==> config.mk <==
export PLATFORM = sky130hd
export DESIGN_NAME = mdbgc_top
export DESIGN_NICKNAME = d
export VERILOG_FILES = /design/src/include/mdbgc_pkg.sv /design/src/core/mdbgc_top.sv /design/src/core/mdbgc_watch_unit.sv
export SDC_FILE = /design/constraint.sdc
export NUM_CORES = 1
export LEC_CHECK = 0
export BUFFER_PORTS_ARGS = -buffer_cell sky130_fd_sc_hd__buf_2
export CORE_MARGIN = 2
export CORE_UTILIZATION = 58
export DETAILED_ROUTE_END_ITERATION = 16
export PLACE_DENSITY = 0.84
export RECOVER_POWER = 25
export SKIP_LAST_GASP = 1
export SYNTH_ARGS = -nofsm -noshare
export SYNTH_HDL_FRONTEND = slang
export SYNTH_HIERARCHICAL = 1
export SYNTH_SLANG_ARGS = --single-unit
==> constraint.sdc <==
create_clock -name CORE_CLK -period 10.8 [get_ports CORE_CLK]
set_clock_uncertainty 0.2 [all_clocks]
set_input_delay 1.08 -clock CORE_CLK [delete_from_list [all_inputs] [get_ports CORE_CLK]]
set_output_delay 1.08 -clock CORE_CLK [all_outputs]
set_load 0.02 [all_outputs]
==> src/include/mdbgc_pkg.sv <==
// package of constants for the monitor debug and clocking block
// assumes a 25 MHz core clock and a classic wishbone register bus
package mdbgc_pkg;
	localparam int CORE_CLK_MHZ = 25;
	localparam logic [7:0] ADDR_DBG_CTRL = 8'h00;
	localparam logic [7:0] ADDR_DBG_STAT = 8'h04;
	localparam logic [7:0] ADDR_WP_CTRL = 8'h08;
	localparam logic [7:0] ADDR_WP_ADDR = 8'h0C;
	localparam logic [7:0] ADDR_WP_MASK = 8'h10;
	localparam logic [7:0] ADDR_BP_ADDR = 8'h14;
	localparam logic [7:0] ADDR_BP_CTRL = 8'h18;
	localparam int CTRL_RT_BIT = 4;
	localparam int CTRL_STEP_BIT = 0;
	localparam int CTRL_XEN_BIT = 1;
	localparam int STAT_ABORT_BIT = 0;
	localparam int STAT_HALT_BIT = 1;
	localparam int STAT_WIDTH_BIT = 4;
	localparam int WPC_EN_BIT = 0;
	localparam int WPC_DIR_BIT = 1;
	localparam int WPC_DIRCHK_BIT = 2;
	localparam int WPC_SIZE_LSB = 3;
	localparam int WPC_SZCHK_BIT = 5;
	localparam int WPC_PRIV_BIT = 6;
	localparam int WPC_PRVCHK_BIT = 7;
	localparam int WPC_EXT_BIT = 8;
	localparam int WPC_EXTCHK_BIT = 9;
	localparam int WPC_DATA_BIT = 10;
	localparam int WPC_CHAIN_BIT = 11;
	localparam logic [31:0] RST_ZERO = 32'h0000_0000;
	localparam logic [31:0] UNMAPPED_READ = 32'h0000_0000;
	localparam int SYNC_STAGES = 3;
	typedef enum logic [1:0] {
		MDBGC_RUN = 2'h1,
		MDBGC_HALT = 2'h2
	} mdbgc_state_t;
endpackage : mdbgc_pkg

==> src/core/mdbgc_top.sv <==
// monitor debug, abort record, clock enable qualification and test clock sync
// assumes a classic wishbone master and an off-chip agent waiting on return
`timescale 1ns/10ps
`default_nettype none
module mdbgc_top (
	input wire logic CORE_CLK,
	input wire logic RESETN,
	input wire logic WB_CYC_I,
	input wire logic WB_STB_I,
	input wire logic WB_WE_I,
	input wire logic [7:0] WB_ADR_I,
	input wire logic [3:0] WB_SEL_I,
	input wire logic [31:0] WB_DAT_I,
	output logic [31:0] WB_DAT_O,
	output logic WB_ACK_O,
	input wire logic TEST_CLK,
	output logic RETURNED_TEST_CLOCK,
	output logic DEBUG_CLOCK_ENABLE,
	input wire logic SYSTEM_CLOCK_ENABLE,
	output logic CORE_CLOCK_ENABLE,
	input wire logic EXTERNAL_DEBUG_REQUEST,
	input wire logic EXTERNAL_BREAKPOINT_INPUT,
	input wire logic EXTERNAL_WATCHPOINT_INPUT,
	input wire logic EXTERNAL_WATCH_CONDITIONER,
	input wire logic INSTR_VALID,
	input wire logic [31:0] INSTR_ADDR,
	input wire logic INSTR_PRIVILEGE_INDICATOR,
	input wire logic INSTR_WIDTH_INDICATOR,
	input wire logic DATA_VALID,
	input wire logic [31:0] DATA_ADDR,
	input wire logic DATA_WRITE,
	input wire logic [1:0] DATA_ACCESS_SIZE,
	input wire logic DATA_PRIVILEGE_INDICATOR,
	input wire logic DATA_VALUE_MATCH,
	input wire logic STEP_DONE,
	input wire logic FORCED_MULTIPLE,
	input wire logic CORE_EXIT_DEBUG,
	input wire logic MEM_ABORT_IN,
	input wire logic IRQ_IN,
	output logic PREFETCH_ABORT,
	output logic DATA_ABORT,
	output logic DEBUG_ACK,
	output logic MEM_IDLE,
	output logic FORCED_ACCEPT,
	output logic ABORT_TAKE,
	output logic IRQ_TAKE
);
	import mdbgc_pkg::*;
	logic rst_meta_ff, rst_n;

	always_ff @(posedge CORE_CLK or negedge RESETN) begin
		if (!RESETN) begin
			rst_meta_ff <= 1'b0;
			rst_n <= 1'b0;
		end else begin
			rst_meta_ff <= 1'b1;
			rst_n <= rst_meta_ff;
		end
	end

	// test clock synchronizer and edge pulse
	logic [SYNC_STAGES-1:0] tck_ff, nxt_tck;
	logic tck_last_ff, nxt_tck_last, den_ff, nxt_den;
	always_comb begin
		nxt_tck = {tck_ff[SYNC_STAGES-2:0], TEST_CLK};
		nxt_den = 1'b0;
		if ((tck_ff[1] == tck_ff[2]) && (tck_ff[2] != tck_last_ff))
			nxt_tck_last = tck_ff[2];
		else
			nxt_tck_last = tck_last_ff;
		if ((tck_ff[1] == tck_ff[2]) && tck_ff[2] && !tck_last_ff)
			nxt_den = 1'b1;
	end
	always_ff @(posedge CORE_CLK or negedge rst_n) begin
		if (!rst_n) begin
			tck_ff <= '0;
			tck_last_ff <= 1'b0;
			den_ff <= 1'b0;
		end else begin
			tck_ff <= nxt_tck;
			tck_last_ff <= nxt_tck_last;
			den_ff <= nxt_den;
		end
	end
	logic returned_test_clock_ff, nxt_returned_test_clock;
	always_comb nxt_returned_test_clock = tck_last_ff;
	always_ff @(posedge CORE_CLK or negedge rst_n) begin
		if (!rst_n)
			returned_test_clock_ff <= 1'b0;
		else
			returned_test_clock_ff <= nxt_returned_test_clock;
	end

	// registers
	logic [31:0] ctrl_ff, nxt_ctrl, wpc_ff, nxt_wpc, wpa_ff, nxt_wpa;
	logic [31:0] wpm_ff, nxt_wpm, bpa_ff, nxt_bpa, bpc_ff, nxt_bpc;
	logic [31:0] rdat_ff, nxt_rdat;
	logic ack_ff, nxt_ack, abort_rec_ff, nxt_abort_rec, width_ff, nxt_width;
	logic wp_upd, bp_upd, wr, rd_req;
	logic bp_hit, wp_hit, monitor;
	mdbgc_state_t state_ff, nxt_state;

	function automatic logic [31:0] merge(input logic [31:0] old, input logic [31:0] nw,
		input logic [3:0] sel);
		logic [31:0] r;
		r = old;
		for (int i = 0; i < 4; i++)
			if (sel[i])
				r[i*8 +: 8] = nw[i*8 +: 8];
		return r;
	endfunction : merge

	always_comb begin
		wr = WB_CYC_I && WB_STB_I && WB_WE_I && !ack_ff;
		rd_req = WB_CYC_I && WB_STB_I && !ack_ff;
		nxt_ack = rd_req;
		nxt_ctrl = ctrl_ff;
		nxt_wpc = wpc_ff;
		nxt_wpa = wpa_ff;
		nxt_wpm = wpm_ff;
		nxt_bpa = bpa_ff;
		nxt_bpc = bpc_ff;
		nxt_rdat = rdat_ff;
		wp_upd = 1'b0;
		bp_upd = 1'b0;
		if (wr) begin
			case (WB_ADR_I)
				ADDR_DBG_CTRL: nxt_ctrl = merge(ctrl_ff, WB_DAT_I, WB_SEL_I);
				ADDR_WP_CTRL: begin
					nxt_wpc = merge(wpc_ff, WB_DAT_I, WB_SEL_I);
					wp_upd = 1'b1;
				end
				ADDR_WP_ADDR: begin
					nxt_wpa = merge(wpa_ff, WB_DAT_I, WB_SEL_I);
					wp_upd = 1'b1;
				end
				ADDR_WP_MASK: begin
					nxt_wpm = merge(wpm_ff, WB_DAT_I, WB_SEL_I);
					wp_upd = 1'b1;
				end
				ADDR_BP_ADDR: begin
					nxt_bpa = merge(bpa_ff, WB_DAT_I, WB_SEL_I);
					bp_upd = 1'b1;
				end
				ADDR_BP_CTRL: begin
					nxt_bpc = merge(bpc_ff, WB_DAT_I, WB_SEL_I);
					bp_upd = 1'b1;
				end
				default: nxt_ctrl = ctrl_ff;
			endcase
		end
		if (rd_req) begin
			case (WB_ADR_I)
				ADDR_DBG_CTRL: nxt_rdat = ctrl_ff;
				ADDR_DBG_STAT: nxt_rdat = {27'h0, width_ff, 2'h0,
					(state_ff == MDBGC_HALT), abort_rec_ff};
				ADDR_WP_CTRL: nxt_rdat = wpc_ff;
				ADDR_WP_ADDR: nxt_rdat = wpa_ff;
				ADDR_WP_MASK: nxt_rdat = wpm_ff;
				ADDR_BP_ADDR: nxt_rdat = bpa_ff;
				ADDR_BP_CTRL: nxt_rdat = bpc_ff;
				default: nxt_rdat = UNMAPPED_READ;
			endcase
		end
	end

	assign monitor = ctrl_ff[CTRL_RT_BIT];

	mdbgc_watch_unit u_bp (
		.clk(CORE_CLK),
		.rst_n(rst_n),
		.ctrl(bpc_ff),
		.addr_val(bpa_ff),
		.addr_mask(32'h0000_0000),
		.monitor(monitor),
		.reg_update(bp_upd),
		.access_valid(INSTR_VALID),
		.access_addr(INSTR_ADDR),
		.access_write(1'b0),
		.access_size({1'b0, INSTR_WIDTH_INDICATOR}),
		.access_priv(INSTR_PRIVILEGE_INDICATOR),
		.conditioner(EXTERNAL_WATCH_CONDITIONER),
		.data_match(1'b1),
		.hit(bp_hit)
	);
	mdbgc_watch_unit u_wp (
		.clk(CORE_CLK),
		.rst_n(rst_n),
		.ctrl(wpc_ff),
		.addr_val(wpa_ff),
		.addr_mask(monitor ? 32'h0000_0000 : wpm_ff),
		.monitor(monitor),
		.reg_update(wp_upd),
		.access_valid(DATA_VALID),
		.access_addr(DATA_ADDR),
		.access_write(DATA_WRITE),
		.access_size(DATA_ACCESS_SIZE),
		.access_priv(DATA_PRIVILEGE_INDICATOR),
		.conditioner(EXTERNAL_WATCH_CONDITIONER),
		.data_match(DATA_VALUE_MATCH),
		.hit(wp_hit)
	);

	// debug state, aborts and abort record
	logic pabt_ff, nxt_pabt, dabt_ff, nxt_dabt, bp_ev, wp_ev, step_ev;
	always_comb begin
		bp_ev = bp_hit || (!monitor && ctrl_ff[CTRL_XEN_BIT] && EXTERNAL_BREAKPOINT_INPUT);
		wp_ev = wp_hit || (!monitor && ctrl_ff[CTRL_XEN_BIT] && EXTERNAL_WATCHPOINT_INPUT);
		step_ev = !monitor && ctrl_ff[CTRL_STEP_BIT] && STEP_DONE;
		nxt_state = state_ff;
		nxt_pabt = 1'b0;
		nxt_dabt = 1'b0;
		nxt_width = width_ff;
		nxt_abort_rec = abort_rec_ff;
		if (wr && (WB_ADR_I == ADDR_DBG_STAT) && WB_SEL_I[0] && WB_DAT_I[STAT_ABORT_BIT])
			nxt_abort_rec = 1'b0;
		case (state_ff)
			MDBGC_RUN: begin
				if (monitor) begin
					nxt_pabt = bp_ev;
					nxt_dabt = wp_ev && !bp_ev;
					if (bp_ev || wp_ev)
						nxt_abort_rec = 1'b1;
				end else if (bp_ev || wp_ev || step_ev || EXTERNAL_DEBUG_REQUEST) begin
					nxt_state = MDBGC_HALT;
					nxt_width = INSTR_WIDTH_INDICATOR;
				end
			end
			MDBGC_HALT: begin
				if (CORE_EXIT_DEBUG)
					nxt_state = MDBGC_RUN;
			end
			default: nxt_state = MDBGC_RUN;
		endcase
	end

	logic ack_o_ff, cen_ff, nxt_cen, idle_ff, fa_ff, at_ff, it_ff;
	always_ff @(posedge CORE_CLK or negedge rst_n) begin
		if (!rst_n) begin
			ctrl_ff <= RST_ZERO;
			wpc_ff <= RST_ZERO;
			wpa_ff <= RST_ZERO;
			wpm_ff <= RST_ZERO;
			bpa_ff <= RST_ZERO;
			bpc_ff <= RST_ZERO;
			rdat_ff <= RST_ZERO;
			ack_ff <= 1'b0;
			abort_rec_ff <= 1'b0;
			width_ff <= 1'b0;
			state_ff <= MDBGC_RUN;
			pabt_ff <= 1'b0;
			dabt_ff <= 1'b0;
			cen_ff <= 1'b0;
			idle_ff <= 1'b0;
			fa_ff <= 1'b0;
			at_ff <= 1'b0;
			it_ff <= 1'b0;
		end else begin
			ctrl_ff <= nxt_ctrl;
			wpc_ff <= nxt_wpc;
			wpa_ff <= nxt_wpa;
			wpm_ff <= nxt_wpm;
			bpa_ff <= nxt_bpa;
			bpc_ff <= nxt_bpc;
			rdat_ff <= nxt_rdat;
			ack_ff <= nxt_ack;
			abort_rec_ff <= nxt_abort_rec;
			width_ff <= nxt_width;
			state_ff <= nxt_state;
			pabt_ff <= nxt_pabt;
			dabt_ff <= nxt_dabt;
			cen_ff <= nxt_cen;
			idle_ff <= (nxt_state == MDBGC_HALT);
			fa_ff <= (nxt_state == MDBGC_HALT) && FORCED_MULTIPLE;
			at_ff <= (nxt_state == MDBGC_RUN) && MEM_ABORT_IN;
			it_ff <= (nxt_state == MDBGC_RUN) && IRQ_IN;
		end
	end
	// enable choice follows the state of the next cycle
	always_comb nxt_cen = (nxt_state == MDBGC_HALT) ? nxt_den : SYSTEM_CLOCK_ENABLE;
	assign ack_o_ff = ack_ff;
	assign WB_ACK_O = ack_o_ff;
	assign WB_DAT_O = rdat_ff;
	assign RETURNED_TEST_CLOCK = returned_test_clock_ff;
	assign DEBUG_CLOCK_ENABLE = den_ff;
	assign CORE_CLOCK_ENABLE = cen_ff;
	assign PREFETCH_ABORT = pabt_ff;
	assign DATA_ABORT = dabt_ff;
	assign DEBUG_ACK = idle_ff;
	assign MEM_IDLE = idle_ff;
	assign FORCED_ACCEPT = fa_ff;
	assign ABORT_TAKE = at_ff;
	assign IRQ_TAKE = it_ff;
endmodule : mdbgc_top
`default_nettype wire

==> src/core/mdbgc_watch_unit.sv <==
// one comparator unit, address, size, direction, privilege and conditioner
// assumes inputs on the core clock and register writes flagged by the top
`timescale 1ns/10ps
`default_nettype none
module mdbgc_watch_unit (
	input wire logic clk,
	input wire logic rst_n,
	input wire logic [31:0] ctrl,
	input wire logic [31:0] addr_val,
	input wire logic [31:0] addr_mask,
	input wire logic monitor,
	input wire logic reg_update,
	input wire logic access_valid,
	input wire logic [31:0] access_addr,
	input wire logic access_write,
	input wire logic [1:0] access_size,
	input wire logic access_priv,
	input wire logic conditioner,
	input wire logic data_match,
	output logic hit
);
	import mdbgc_pkg::*;
	logic hit_ff;
	logic nxt_hit;
	logic base;
	always_comb begin
		base = ctrl[WPC_EN_BIT] && access_valid
			&& (((access_addr ^ addr_val) & ~addr_mask) == 32'h0000_0000)
			&& (!ctrl[WPC_DIRCHK_BIT] || (access_write == ctrl[WPC_DIR_BIT]))
			&& (!ctrl[WPC_SZCHK_BIT] || (access_size == ctrl[WPC_SIZE_LSB +: 2]))
			&& (!ctrl[WPC_PRVCHK_BIT] || (access_priv == ctrl[WPC_PRIV_BIT]))
			&& (!ctrl[WPC_EXTCHK_BIT] || (conditioner == ctrl[WPC_EXT_BIT]));
		// data value and chaining ignored in monitor mode
		if (!monitor && ctrl[WPC_DATA_BIT])
			base = base && data_match;
		if (monitor && ctrl[WPC_CHAIN_BIT])
			base = base;
		// register update during an access hides this unit's matches
		nxt_hit = base && !(reg_update && access_valid);
	end
	always_ff @(posedge clk or negedge rst_n) begin
		if (!rst_n)
			hit_ff <= 1'b0;
		else
			hit_ff <= nxt_hit;
	end
	assign hit = hit_ff;
endmodule : mdbgc_watch_unit
`default_nettype wire

==> results of run 1 <==
synth_stat cells, drive strengths merged (5+ instances only):
cell and count:
dfrtp 245, mux2 197, xnor2 64, nand2 59, a31oi 57, nor2 37, nor2b 36, nor3 36
mux2i 34, o22ai 33, a21o 30, a22oi 28, clkbuf 28, buf 18, xor2 10, o21ai 9
a21oi 8, inv 8, nand3 7, nor3b 5, nor4 5
metal layers:
layer	vias up	global-route usage [%]
met5	-	0
met2	489	48.7
met4	2	13.9
met1	4537	41.5
li1	4015	-
met3	95	6.94
state kept, by name, indices dropped and copies added (netlist names), 2 cells and up:
| name | cells |
|---|---|
| wpc_ff | 32 |
| WB_DAT_O | 32 |
| wpa_ff | 32 |
| ctrl_ff | 32 |
| wpm_ff | 32 |
| tck_ff | 3 |
| bpc_ff | 32 |
| bpa_ff | 32 |
| state_ff | 2 |
cell type report:
cell class	count	area share, %
clock buffer	41	5.73
timing repair buffer	184	6.64
clock inverter	6	0.567
inverter	8	0.213
multi-input combinational	729	40.8
sequential	246	43.6
antenna	4	0.0709
tap	270	2.39
metrics by stage:
| stage | hold WS, ns | util [%] | power (uW) |
|---|---|---|---|
| 2_1_floorplan | 0.131 | - | 1080 |
| 3_3_place_gp | -0.0726 | 65.1 | 1150 |
| 3_5_place_dp | -0.0713 | 65.1 | 1160 |
| 4_1_cts | 0.119 | 69.5 | 2070 |
| 5_1_grt | 0.122 | 69.5 | 2130 |
| 6_report | 0.132 | 69.5 | 2060 |
cells in the final DEF (no fill, tap or decap), types with 5 or more instances in the layout:
cell type / instances
sky130_fd_sc_hd__a21o_1: 30
sky130_fd_sc_hd__a21oi_1: 8
sky130_fd_sc_hd__a22oi_1: 28
sky130_fd_sc_hd__a31oi_1: 57
sky130_fd_sc_hd__buf_2: 174
sky130_fd_sc_hd__buf_4: 6
sky130_fd_sc_hd__clkbuf_1: 9
sky130_fd_sc_hd__clkbuf_16: 27
sky130_fd_sc_hd__clkbuf_8: 8
sky130_fd_sc_hd__conb_1: 36
sky130_fd_sc_hd__dfrtp_1: 244
sky130_fd_sc_hd__inv_1: 8
sky130_fd_sc_hd__mux2_2: 196
sky130_fd_sc_hd__mux2i_1: 34
sky130_fd_sc_hd__nand2_1: 52
sky130_fd_sc_hd__nand2_2: 7
sky130_fd_sc_hd__nor2_1: 25
sky130_fd_sc_hd__nor2_4: 8
sky130_fd_sc_hd__nor2b_1: 36
sky130_fd_sc_hd__nor3_1: 32
sky130_fd_sc_hd__nor3b_1: 5
sky130_fd_sc_hd__o21ai_0: 9
sky130_fd_sc_hd__o22ai_1: 33
sky130_fd_sc_hd__xnor2_1: 64
sky130_fd_sc_hd__xor2_1: 10
power groups by stage:
stage,combinational [uW],clock (uW),sequential (uW)
2_1_floorplan,90.0,0,991
5_1_grt,209,964,957
3_3_place_gp,183,0,972
4_1_cts,190,924,956
3_5_place_dp,187,0,972
6_report,192,917,955
cell families after synthesis:
logic type / after synthesis
other cells: 2
buf+inv: 54
fa+ha+maj: 3
simple gates: 206
compound gates: 179
xor+xnor: 74
mux: 231
flops: 246
path summary, 6_finish.rpt:
kind	from	endpoint	slack, ns	cells after the start
max in group CORE_CLK	WB_ADR_I[4]	wpm_ff[3]$_DFFE_PN0P_	6.87	6
min in group CORE_CLK	tck_ff[0]$_DFF_PN0_	tck_ff[1]$_DFF_PN0_	0.14	0
hold reg to reg	tck_ff[0]$_DFF_PN0_	tck_ff[1]$_DFF_PN0_	0.14	0
hold / removal	RESETN	rst_n$_DFF_PN0_	0.13	1
setup reg to reg	rst_n$_DFF_PN0_	bpa_ff[24]$_DFFE_PN0P_	5.96	2
setup / recovery	rst_n$_DFF_PN0_	bpa_ff[24]$_DFFE_PN0P_	5.96	2
timing repair:
| action | in CTS | in global routing |
|---|---|---|
| resized for setup | 0 | 0 |
| hold buffers | 1 | 0 |
| setup endpoints to repair | 0 | 0 |
| hold endpoints to repair | 7 | 0 |
==> tab_implementation.tex, run 1 <==
\begin{tabular}{lr}
\hline
Metric & Value \\
\hline
\multicolumn{2}{l}{\textbf{Outcome}} \\
Outcome & complete, but fails checks \\
Violated checks & max-capacitance violations, max-slew violations \\
\multicolumn{2}{l}{\textbf{Place}} \\
Minimum setup slack after placement & 6.36 ns \\
GP Congestion & 0.920 \\
Port bufs & 175 \\
Cell total after placement & 1436 \\
Detailed placer's ending HPWL & 22800 um \\
Standard cell area after detailed placement & 0.0132 mm2 \\
\multicolumn{2}{l}{\textbf{Synthesis}} \\
Dominant combinational cell family by area after synthesis & multiplexers \\
Simple-gate share of the synthesized area & 9.57\% \\
Synth top area cells & sky130\_fd\_sc\_hd\_\_dfrtp\_1 (51\%), sky130\_fd\_sc\_hd\_\_mux2\_2 (18\%), sky130\_fd\_sc\_hd\_\_xnor2\_1 (4.7\%) \\
Post-synthesis cell type with the largest combined area & sky130\_fd\_sc\_hd\_\_dfrtp\_1 \\
Share of the yosys chip area belonging to registers & 51.3\% \\
Post-Synthesis Mean Instance Area & 12.1 um2 \\
Yosys top cell area share & 51.0\% \\
Cell count after synthesis & 995 \\
Multiplexer area fraction after synthesis & 21.3\% \\
Number of synthesized flops with an enable pin & 0 \\
Yosys reg bits & 246 \\
Number of distinct standard cells referenced by the synthesized netlist & 50 \\
Compound-gate portion of the synthesized area & 10.0\% \\
Synthesis warning total & 6 \\
Parity-gate share of the synthesized area counting xor and xnor cells & 5.40\% \\
Prevailing post-synth register cell & sky130\_fd\_sc\_hd\_\_dfrtp\_1 \\
Adder and majority cell fraction of the synthesized area & 0.313\% \\
Post-synth ARST share & 100\% \\
Cell area after technology mapping & 0.0120 mm2 \\
\multicolumn{2}{l}{\textbf{Power}} \\
Clock power share & 44.4\% \\
Fraction of power consumed by sequential logic & 46.3\% \\
Worst voltage drop across the vdd grid & 0.121 mV \\
Pint & 1570 uW \\
Reported net switching power & 495 uW \\
Switching Fraction & 24.0\% \\
Leak & 0.00705 uW \\
Combinational Power Share & 9.3\% \\
Power density cells & 146 mW/mm2 \\
\multicolumn{2}{l}{\textbf{Layout}} \\
Multi-input logic area & 0.00575 mm2 \\
Post-layout net count & 1331 \\
Fraction of layout cells with a size suffix above 1 & 37.1\% \\
Cell Count, Final, Fillers Out & 1488 \\
Synth-to-Final Area Change & 17.5\% \\
Seq. cell area & 0.00616 mm2 \\
Fill count & 1495 \\
Post-route standard cell area excluding fillers & 0.0141 mm2 \\
\multicolumn{2}{l}{\textbf{Critical path}} \\
CP endpoint kind & asynchronous set/reset pin \\
Peak fanout along the critical path & 81 \\
Slowest-stage cell, CP & sky130\_fd\_sc\_hd\_\_clkbuf\_1 \\
Category of the most critical setup path & register to asynchronous set/reset pin \\
Max incr delay on CP & 2.92 ns \\
Family with the most delay on the worst path & buffers and inverters \\
Critical path data required time & 11.10 ns \\
Arrival time at the worst endpoint & 5.13 ns \\
Startpoint class of the critical path & register \\
Cell breakdown of the critical path & clkbuf\_1 > buf\_4 \\
Buf+Inv Stages, Crit Path & 2 \\
\multicolumn{2}{l}{\textbf{Routing}} \\
Total routed wirelength & 33900 um \\
Routed length on met3 & 3260 um \\
Count of antenna-violating nets left after detailed routing & 0 \\
Average detailed-routed wire length per instance & 22.8 um \\
Highest layer used for signal routing & met5 \\
Vias post-DR & 9138 \\
Number of iterations in the first detailed-routing pass & 7 \\
Number of violations reported at the end of detailed-routing iteration 0 & 845 \\
Routed metal-1 wire length & 13300 um \\
Residual DRC & 0 \\
Met2 layer wire length in the routed design & 15800 um \\
Via-per-instance ratio & 6.14 \\
\multicolumn{2}{l}{\textbf{Timing}} \\
Setup tns final & 0 ns \\
Fin. Hold Viols & 0 \\
Crit path time final & 4.84 ns \\
Worst slew margin relative to its limit & -179\% \\
Unrepaired setup endpoints after global routing & no \\
Top achievable clock speed & 0.207 GHz \\
Final worst-path setup slack & 5.96 ns \\
Share of the clock period used by the worst path after layout & 44.8\% \\
Final number of setup-violating endpoints & 0 \\
Final Max Tran Viols & 159 \\
Actual slew at the worst max-slew pin & 4.18 ns \\
\multicolumn{2}{l}{\textbf{Floorplan}} \\
Die outline height & 148 um \\
Effective utilization at floorplan & 59.2\% \\
Area of the core & 0.0203 mm2 \\
Count of boundary I/O pins & 176 \\
Die span in x & 148 um \\
\# rows & 52 \\
Die area & 0.0219 mm2 \\
\multicolumn{2}{l}{\textbf{CTS}} \\
CTS tree & built \\
Num Clock Sinks & 246 \\
Clock root buffer & sky130\_fd\_sc\_hd\_\_clkbuf\_16 \\
Insertion delay to the later sink of the worst-skew pair & 0.53 ns \\
Number of CTS-inserted buffers & 26 \\
Setup fix buffers added after clock tree synthesis & 0 \\
Clk pin slew, worst setup/hold paths & 0.06 ns \\
H-tree depth reported by CTS & 1 \\
Maximum count of clock buffers along a single path & 3 \\
\multicolumn{2}{l}{\textbf{Flow run}} \\
Max-Cap Viols & 2 \\
\multicolumn{2}{l}{\textbf{Global routing}} \\
Overall global routing resource usage & 30.9\% \\
Number of global-route vias before repair & 9326 \\
Number of antenna violations at the first check in global routing & 4 \\
Pin count of the biggest net entering global routing & 82 \\
First-pass GRT wire length & 52000 um \\
Grt ovf & 0 \\
\multicolumn{2}{l}{\textbf{Min path}} \\
Hold/Removal Path Class & input pin to asynchronous set/reset pin \\
\hline
\end{tabular}
No activity file was read; power rests on OpenSTA's default activity.
==> run 2: changes to the inputs <==
- ABC_AREA: default -> 1
- CORE_UTILIZATION: 58 -> 53
- PLACE_DENSITY: 0.84 -> 0.8
- clock period: 10.8 -> 4 ns (I/O delays scaled with it)
==> tab_implementation.tex, run 2 <==
\begin{tabular}{lr}
\hline
Metric & Value \\
\hline
\multicolumn{2}{l}{\textbf{Timing}} \\
Crit path time final & 2.62 ns (-2.22 ns) \\
Share of the clock period used by the worst path after layout & 65.4\% (+21 points) \\
Unrepaired setup endpoints after global routing & no \\
Worst slew margin relative to its limit & -42.3\% (+140 points) \\
Setup tns final & 0 ns (unchanged) \\
Final worst-path setup slack & 1.38 ns (-4.58 ns) \\
Fin. Hold Viols & 0 (unchanged) \\
Final Max Tran Viols & 51 (-68\%) \\
Worst hold slack after final layout & 0.00929 ns (-0.123 ns) \\
Top achievable clock speed & 0.382 GHz (+85\%) \\
Final number of setup-violating endpoints & 0 (unchanged) \\
Actual slew at the worst max-slew pin & 2.14 ns (-2.05 ns) \\
\multicolumn{2}{l}{\textbf{Critical path}} \\
Critical path data required time & 4.25 ns (-6.85 ns) \\
Peak fanout along the critical path & 17 (-79\%) \\
Slack of the worst reg-to-reg path & 1.38 ns (-4.58 ns) \\
Max incr delay on CP & 0.76 ns (-2.16 ns) \\
Cell breakdown of the critical path & clkbuf\_1 > inv\_1 > nand3\_1 > nand2\_1 > nor2\_1 > nand2\_1 > nand3\_1 > nand2\_1 > nand2\_1 > nand2\_1 > nor2\_1 \\
CP endpoint kind & register \\
Family with the most delay on the worst path & simple AND/OR/NAND/NOR gates \\
Category of the most critical setup path & register to register \\
Arrival time at the worst endpoint & 2.87 ns (-2.26 ns) \\
Reg-to-Reg End & IRQ\_TAKE\$\_DFF\_PN0\_ \\
Most frequent cell on the critical path & sky130\_fd\_sc\_hd\_\_nand2\_1 \\
Slowest-stage cell, CP & sky130\_fd\_sc\_hd\_\_clkbuf\_1 \\
Buf+Inv Stages, Crit Path & 2 (unchanged) \\
Number of cells on the worst reg-to-reg path & 11 (+9) \\
Origin of the critical flop-to-flop path & ctrl\_ff[4]\$\_DFFE\_PN0P\_ \\
Startpoint class of the critical path & register \\
\multicolumn{2}{l}{\textbf{Layout}} \\
Commonest non-fill, non-tap cells in the layout & sky130\_fd\_sc\_hd\_\_nand2\_1 (663), sky130\_fd\_sc\_hd\_\_dfrtp\_1 (245), sky130\_fd\_sc\_hd\_\_inv\_1 (234), sky130\_fd\_sc\_hd\_\_nor2\_1 (189), sky130\_fd\_sc\_hd\_\_buf\_2 (175) \\
Most common cell after layout, fill and taps aside & sky130\_fd\_sc\_hd\_\_nand2\_1 \\
Fill count & 2213 (+48\%) \\
Antenna diodes & 0 (-4) \\
Cell Count, Final, Fillers Out & 2365 (+59\%) \\
Synth-to-Final Area Change & 15.8\% \\
Post-layout net count & 2151 (+62\%) \\
Fraction of layout cells with a size suffix above 1 & 16.6\% (-21 points) \\
\multicolumn{2}{l}{\textbf{CTS}} \\
Insertion delay to the later sink of the worst-skew pair & 0.53 ns (about the same) \\
Setup fix buffers added after clock tree synthesis & 0 (unchanged) \\
H-tree depth reported by CTS & 1 (unchanged) \\
Maximum count of clock buffers along a single path & 3 (unchanged) \\
Clk pin slew, worst setup/hold paths & 0.06 ns (about the same) \\
Number of CTS-inserted buffers & 26 (unchanged) \\
CTS tree & built \\
Cts-stage hold buffer count & 8 (+7) \\
Number of cells upsized or downsized after cts & 0 (unchanged) \\
Num Clock Sinks & 246 (unchanged) \\
Clock root buffer & sky130\_fd\_sc\_hd\_\_clkbuf\_16 \\
\multicolumn{2}{l}{\textbf{Floorplan}} \\
Effective utilization at floorplan & 53.4\% (-5.8 points) \\
Die outline height & 163 um (+9.9\%) \\
Die area & 0.0264 mm2 (+21\%) \\
\# rows & 58 (+12\%) \\
Die span in x & 163 um (+9.9\%) \\
Count of boundary I/O pins & 176 (unchanged) \\
Area of the core & 0.0250 mm2 (+23\%) \\
\multicolumn{2}{l}{\textbf{Min path}} \\
Hold path endpoint & bpc\_ff[21]\$\_DFFE\_PN0P\_ \\
Hold/Removal Path Class & input pin to register \\
Origin of the worst min-delay path & WB\_DAT\_I[21] \\
Cell depth of the worst min-delay path & 3 \\
\multicolumn{2}{l}{\textbf{Global routing}} \\
Grt ovf & 0 (unchanged) \\
Number of global-route vias before repair & 11700 (+25\%) \\
Overall global routing resource usage & 29.4\% (-1.5 points) \\
Number of antenna violations at the first check in global routing & 0 (-4) \\
First-pass GRT wire length & 60400 um (+16\%) \\
Pin count of the biggest net entering global routing & 55 (-33\%) \\
\multicolumn{2}{l}{\textbf{Power}} \\
Worst voltage drop across the vdd grid & 0.265 mV (+120\%) \\
Power density cells & 374 mW/mm2 (+160\%) \\
Leak & 0.00855 uW (+21\%) \\
\multicolumn{2}{l}{\textbf{Place}} \\
Port bufs & 175 (unchanged) \\
Cell total after placement & 2309 (+61\%) \\
Minimum setup slack after placement & 1.32 ns (-5.04 ns) \\
Detailed placer's ending HPWL & 26600 um (+17\%) \\
GP Congestion & 0.891 (-3.2\%) \\
\multicolumn{2}{l}{\textbf{Synthesis}} \\
Post-synth ARST share & 100\% (unchanged) \\
Synth top area cells & sky130\_fd\_sc\_hd\_\_dfrtp\_1 (46\%), sky130\_fd\_sc\_hd\_\_nand2\_1 (19\%), sky130\_fd\_sc\_hd\_\_inv\_1 (6.6\%) \\
Most common library cells after synthesis & sky130\_fd\_sc\_hd\_\_nand2\_1 (663), sky130\_fd\_sc\_hd\_\_dfrtp\_1 (245), sky130\_fd\_sc\_hd\_\_inv\_1 (234), sky130\_fd\_sc\_hd\_\_nor2\_1 (189), sky130\_fd\_sc\_hd\_\_o21ai\_1 (118) \\
Yosys top cell area share & 46.0\% (-5.0 points) \\
Number of synthesized flops with an enable pin & 0 (unchanged) \\
Number of distinct standard cells referenced by the synthesized netlist & 40 (-20\%) \\
Cell area after technology mapping & 0.0133 mm2 (+11\%) \\
Cell with the most instances after synthesis & sky130\_fd\_sc\_hd\_\_nand2\_1 \\
Yosys reg bits & 246 (unchanged) \\
Share of the yosys chip area belonging to registers & 46.2\% (-5.1 points) \\
Prevailing post-synth register cell & sky130\_fd\_sc\_hd\_\_dfrtp\_1 \\
Post-Synthesis Mean Instance Area & 7.34 um2 (-39\%) \\
Cell count after synthesis & 1814 (+82\%) \\
Post-synthesis cell type with the largest combined area & sky130\_fd\_sc\_hd\_\_dfrtp\_1 \\
Synthesis warning total & 6 (unchanged) \\
\multicolumn{2}{l}{\textbf{Outcome}} \\
Violated checks & max-capacitance violations, max-slew violations \\
Outcome & complete, but fails checks \\
\multicolumn{2}{l}{\textbf{Flow run}} \\
Max-Cap Viols & 1 (-1) \\
\multicolumn{2}{l}{\textbf{Routing}} \\
Number of violations reported at the end of detailed-routing iteration 0 & 1113 (+32\%) \\
Count of antenna-violating nets left after detailed routing & 0 (unchanged) \\
Vias post-DR & 12400 (+35\%) \\
Via-per-instance ratio & 5.23 (-15\%) \\
Total routed wirelength & 38400 um (+13\%) \\
Number of iterations in the first detailed-routing pass & 5 (-2) \\
Average detailed-routed wire length per instance & 16.2 um (-29\%) \\
Residual DRC & 0 (unchanged) \\
\hline
\end{tabular}
==> run 2: cell types whose count changed after synthesis, moves of 33 or more <==
cell / before / now
sky130_fd_sc_hd__o22ai_1: 33 / 0
sky130_fd_sc_hd__nand2_1: 52 / 663
sky130_fd_sc_hd__a31oi_1: 57 / 1
sky130_fd_sc_hd__o21ai_0: 9 / 47
sky130_fd_sc_hd__o21ai_1: 0 / 118
sky130_fd_sc_hd__xnor2_1: 64 / 4
sky130_fd_sc_hd__mux2i_1: 34 / 0
sky130_fd_sc_hd__nor2b_1: 36 / 0
sky130_fd_sc_hd__inv_1: 8 / 234
sky130_fd_sc_hd__nor2_1: 26 / 189
sky130_fd_sc_hd__mux2_2: 196 / 1
sky130_fd_sc_hd__nand3_1: 4 / 78
==> run 2: cell families (layout without fill, tap and decap cells) <==
kind of cell	count (synthesis)	in the layout	share of synthesized area, %
AOI/OAI and AO/OA	213	213	8.97
xor gates and xnor gates	4	4	0.263
other	2	37	0.0564
buffers and inverters	317	503	10.7
adders and majority gates	3	3	0.282
muxes	1	1	0.0845
DFF	246	246	46.2
and+or+nand+nor	1028	1028	33.4
==> run 2: how the worst max path moves through the flow <==
| stage | slack [ns] | endpoint | startpoint | depth (start not counted) |
|---|---|---|---|---|
| 5_1_grt | 1.07 | wpa_ff[8]$_DFFE_PN0P_ | rst_n$_DFF_PN0_ | 2 |
| 3_3_place_gp | 1.35 | u_wp/hit$_DFF_PN0_ | WB_ADR_I[2] | 13 |
| 4_1_cts | 1.61 | WB_DAT_O[29]$_DFFE_PN0P_ | WB_ACK_O$_DFF_PN0_ | 6 |
| 2_1_floorplan | 1.33 | ABORT_TAKE$_DFF_PN0_ | rst_n$_DFF_PN0_ | 0 |
| 6_report | 1.38 | IRQ_TAKE$_DFF_PN0_ | ctrl_ff[4]$_DFFE_PN0P_ | 11 |
| 3_5_place_dp | 1.32 | u_wp/hit$_DFF_PN0_ | WB_ADR_I[2] | 13 |
==> run 2: worst register-to-register path, delay by kind of cell (launching register included) <==
family        cells  cell delay [ns]
simple gates      9             1.03
flops             1             0.35
buf+inv           2             0.97
==> run 2: power by group <==
group          internal (uW)  switching, uW
logic                    169            375
clock network           1630           1020
registers               2550           39.9
total                   4340           1430
==> run 2: per-layer routing <==
metal / track usage [%] / wire length [um] / vias up
met2: 49.0 / 17800 / 565
met1: 39.5 / 16000 / 5788
met4: 12.3 / 1630 / 0
met3: 3.18 / 2880 / 111
met5: 0 / 0 / -
li1: - / - / 5894
==> run 2: through the flow <==
stage                     power (uW)  utilization (%)  area [um2]
after floorplan                 2940                -       13500
after global routing            5950             61.8       15400
after global placement          3140             57.8       14400
after CTS                       5780             61.8       15400
final                           5770             61.8       15400
after detailed placement        3160             57.8       14400
==> run 2: area by class of cell <==
type                            count  area [um2]  area share (%)
Tap cell                          330         413            2.68
Sequential cell                   246        6160            39.9
Clock inverter                      8         148           0.957
Clock buffer                       40         795            5.15
Inverter                          261         992            6.43
Timing Repair Buffer              194        1060            6.87
Multi-Input combinational cell   1286        5870            38.0
==> run 3: changes to the inputs <==
- clock period: 4 -> 2.2 ns (I/O delays scaled with it)
==> tab_implementation.tex, run 3 (same netlist as run 2, synthesis figures left out) <==
\begin{tabular}{lr}
\hline
Metric & Value \\
\hline
\multicolumn{2}{l}{\textbf{CTS}} \\
H-tree depth reported by CTS & 1 (unchanged) \\
Clk pin slew, worst setup/hold paths & 0.06 ns (about the same) \\
Insertion delay to the later sink of the worst-skew pair & 0.53 ns (about the same) \\
Number of CTS-inserted buffers & 25 (-3.8\%) \\
CTS tree & built \\
Maximum count of clock buffers along a single path & 3 (unchanged) \\
Num Clock Sinks & 246 (unchanged) \\
Clock root buffer & sky130\_fd\_sc\_hd\_\_clkbuf\_16 \\
\multicolumn{2}{l}{\textbf{Min path}} \\
Hold path endpoint & u\_wp/hit\$\_DFF\_PN0\_ \\
Origin of the worst min-delay path & DATA\_ADDR[14] \\
Cell depth of the worst min-delay path & 7 (+4) \\
Hold/Removal Path Class & input pin to register \\
\multicolumn{2}{l}{\textbf{Critical path}} \\
Arrival time at the worst endpoint & 2.39 ns (-0.48 ns) \\
Peak fanout along the critical path & 11 (-6) \\
Reg-to-Reg End & width\_ff\$\_DFFE\_PN0P\_ \\
Number of cells on the worst reg-to-reg path & 10 (-1) \\
Startpoint class of the critical path & register \\
Origin of the critical flop-to-flop path & ctrl\_ff[4]\$\_DFFE\_PN0P\_ \\
Critical path data required time & 2.41 ns (-1.84 ns) \\
Slack of the worst reg-to-reg path & 0.02 ns (-1.36 ns) \\
Category of the most critical setup path & register to register \\
CP endpoint kind & register \\
\multicolumn{2}{l}{\textbf{Routing}} \\
Highest layer used for signal routing & met4 \\
Number of violations reported at the end of detailed-routing iteration 0 & 1290 (+16\%) \\
Met2 layer wire length in the routed design & 18200 um (+2.3\%) \\
Count of antenna-violating nets left after detailed routing & 0 (unchanged) \\
Residual DRC & 0 (unchanged) \\
Number of iterations in the first detailed-routing pass & 6 (+1) \\
Via-per-instance ratio & 5.17 (-1.0\%) \\
Routed metal-1 wire length & 16100 um (about the same) \\
Vias post-DR & 12600 (+1.9\%) \\
Total routed wirelength & 39800 um (+3.8\%) \\
Routed length on met3 & 3470 um (+21\%) \\
Average detailed-routed wire length per instance & 16.4 um (+0.79\%) \\
\multicolumn{2}{l}{\textbf{Layout}} \\
Post-layout net count & 2223 (+3.3\%) \\
Most common cell after layout, fill and taps aside & sky130\_fd\_sc\_hd\_\_nand2\_1 \\
Multi-input logic area & 0.00588 mm2 (+0.21\%) \\
Fill count & 2135 (-3.5\%) \\
Commonest non-fill, non-tap cells in the layout & sky130\_fd\_sc\_hd\_\_nand2\_1 (661), sky130\_fd\_sc\_hd\_\_dfrtp\_1 (244), sky130\_fd\_sc\_hd\_\_inv\_1 (233), sky130\_fd\_sc\_hd\_\_nor2\_1 (188), sky130\_fd\_sc\_hd\_\_buf\_2 (175) \\
Cell Count, Final, Fillers Out & 2435 (+3.0\%) \\
Post-layout util & 64.4\% (+2.6 points) \\
Synth-to-Final Area Change & 20.8\% \\
Fraction of layout cells with a size suffix above 1 & 17.4\% (+0.87 points) \\
Seq. cell area & 0.00616 mm2 (about the same) \\
Antenna diodes & 0 (unchanged) \\
\multicolumn{2}{l}{\textbf{Timing}} \\
Final number of setup-violating endpoints & 0 (unchanged) \\
Share of the clock period used by the worst path after layout & 98.9\% (+34 points) \\
Fin. Hold Viols & 0 (unchanged) \\
Actual slew at the worst max-slew pin & 1.16 ns (-0.971 ns) \\
Crit path time final & 2.18 ns (-0.439 ns) \\
Worst slew margin relative to its limit & 22.4\% (+65 points) \\
Final worst-path setup slack & 0.0234 ns (-1.36 ns) \\
Final Max Tran Viols & 0 (-100\%) \\
Setup tns final & 0 ns (unchanged) \\
Top achievable clock speed & 0.459 GHz (+20\%) \\
\multicolumn{2}{l}{\textbf{Floorplan}} \\
Die outline height & 163 um (unchanged) \\
Count of boundary I/O pins & 176 (unchanged) \\
Die span in x & 163 um (unchanged) \\
Die area & 0.0264 mm2 (unchanged) \\
Effective utilization at floorplan & 53.4\% (unchanged) \\
\# rows & 58 (unchanged) \\
Area of the core & 0.0250 mm2 (unchanged) \\
\multicolumn{2}{l}{\textbf{Global routing}} \\
Pin count of the biggest net entering global routing & 53 (-3.6\%) \\
Number of global-route vias before repair & 12100 (+3.7\%) \\
Overall global routing resource usage & 30.1\% (+0.71 points) \\
Number of antenna violations at the first check in global routing & 0 (unchanged) \\
First-pass GRT wire length & 62000 um (+2.6\%) \\
Grt ovf & 0 (unchanged) \\
\multicolumn{2}{l}{\textbf{Place}} \\
Minimum setup slack after placement & 0.104 ns (-1.22 ns) \\
Detailed placer's ending HPWL & 27700 um (+4.0\%) \\
GP Congestion & 0.920 (+3.3\%) \\
Cell total after placement & 2334 (+1.1\%) \\
Port bufs & 175 (unchanged) \\
\multicolumn{2}{l}{\textbf{Power}} \\
Power density cells & 631 mW/mm2 (+69\%) \\
Leak & 0.00885 uW (+3.5\%) \\
Worst voltage drop across the vdd grid & 0.453 mV (+71\%) \\
\multicolumn{2}{l}{\textbf{Outcome}} \\
Outcome & completed \\
\multicolumn{2}{l}{\textbf{Flow run}} \\
Max-Cap Viols & 0 (-1) \\
\hline
\end{tabular}
-- run 3: changes by cell type in the layout (fill, tap and decap cells not counted), moves of 2 or more --
cell,delta
sky130_fd_sc_hd__dlygate4sd3_1,+45
sky130_fd_sc_hd__buf_4,+20
sky130_fd_sc_hd__buf_12,+7
sky130_fd_sc_hd__bufinv_16,-2
sky130_fd_sc_hd__clkinv_2,+2
sky130_fd_sc_hd__nand2_1,-2
sky130_fd_sc_hd__nand2_2,+2
-- run 3: how the worst max path moves through the flow --
| stage | to | start | slack, ns |
|---|---|---|---|
| 2_1_floorplan | ABORT_TAKE$_DFF_PN0_ | rst_n$_DFF_PN0_ | -0.47 |
| 3_3_place_gp | wpc_ff[2]$_DFFE_PN0P_ | WB_ADR_I[7] | 0.18 |
| 3_5_place_dp | wpc_ff[5]$_DFFE_PN0P_ | WB_ADR_I[7] | 0.10 |
| 4_1_cts | width_ff$_DFFE_PN0P_ | ctrl_ff[4]$_DFFE_PN0P_ | 0.02 |
| 5_1_grt | width_ff$_DFFE_PN0P_ | ctrl_ff[4]$_DFFE_PN0P_ | -0.04 |
| 6_report | width_ff$_DFFE_PN0P_ | ctrl_ff[4]$_DFFE_PN0P_ | 0.02 |
-- run 3: report_power, final --
group | switching (uW) | internal, uW
clock network | 1790 | 2530
logic | 730 | 414
registers | 67.8 | 4630
-- run 3: layer usage --
layer | global-route usage [%] | up-vias
met5 | 0 | -
met2 | 48.5 | 574
li1 | - | 6055
met1 | 39.4 | 5824
met3 | 5.53 | 139
met4 | 15.2 | 0
-- run 3: metrics by stage --
step / hold WS [ns] / total power (uW) / area [um2]
after global routing: 0.0522 / 10500 / 16100
after global placement: -0.193 / 5730 / 14700
after floorplan: -0.276 / 5340 / 13500
after detailed placement: -0.193 / 5770 / 14700
after CTS: 0.0211 / 10100 / 16000
final: 0.0327 / 10200 / 16100
-- run 3: area by class of cell --
type                    count  share of cell area [%]
flip-flops and latches    246                    38.3
multi-input cells        1286                    36.6
repair buffers            267                    11.4
inverters                 261                    6.17
clock buffers              39                    4.59
well taps                 330                    2.57
clock inverters             6                   0.498
-- run 3: worst max-delay path: stages, from the launching register on --
cell and delay [ns]:
sky130_fd_sc_hd__dfrtp_2 0.42, sky130_fd_sc_hd__buf_12 0.15, sky130_fd_sc_hd__inv_2 0.09, sky130_fd_sc_hd__nand3_1 0.11
sky130_fd_sc_hd__nand2_2 0.12, sky130_fd_sc_hd__nor2_2 0.05, sky130_fd_sc_hd__nand2_2 0.09, sky130_fd_sc_hd__nand3_2 0.11
sky130_fd_sc_hd__nor2_1 0.11, sky130_fd_sc_hd__dlygate4sd3_1 0.55, sky130_fd_sc_hd__a21oi_1 0.04
-- run 3: what timing repair did --
action | CTS | global route
setup buffers | 0 | 2
hold buffers | 53 | 0
gates resized for setup | 0 | 6
setup endpoints to repair | 0 | 2
endpoints found under the hold margin | 207 | 0
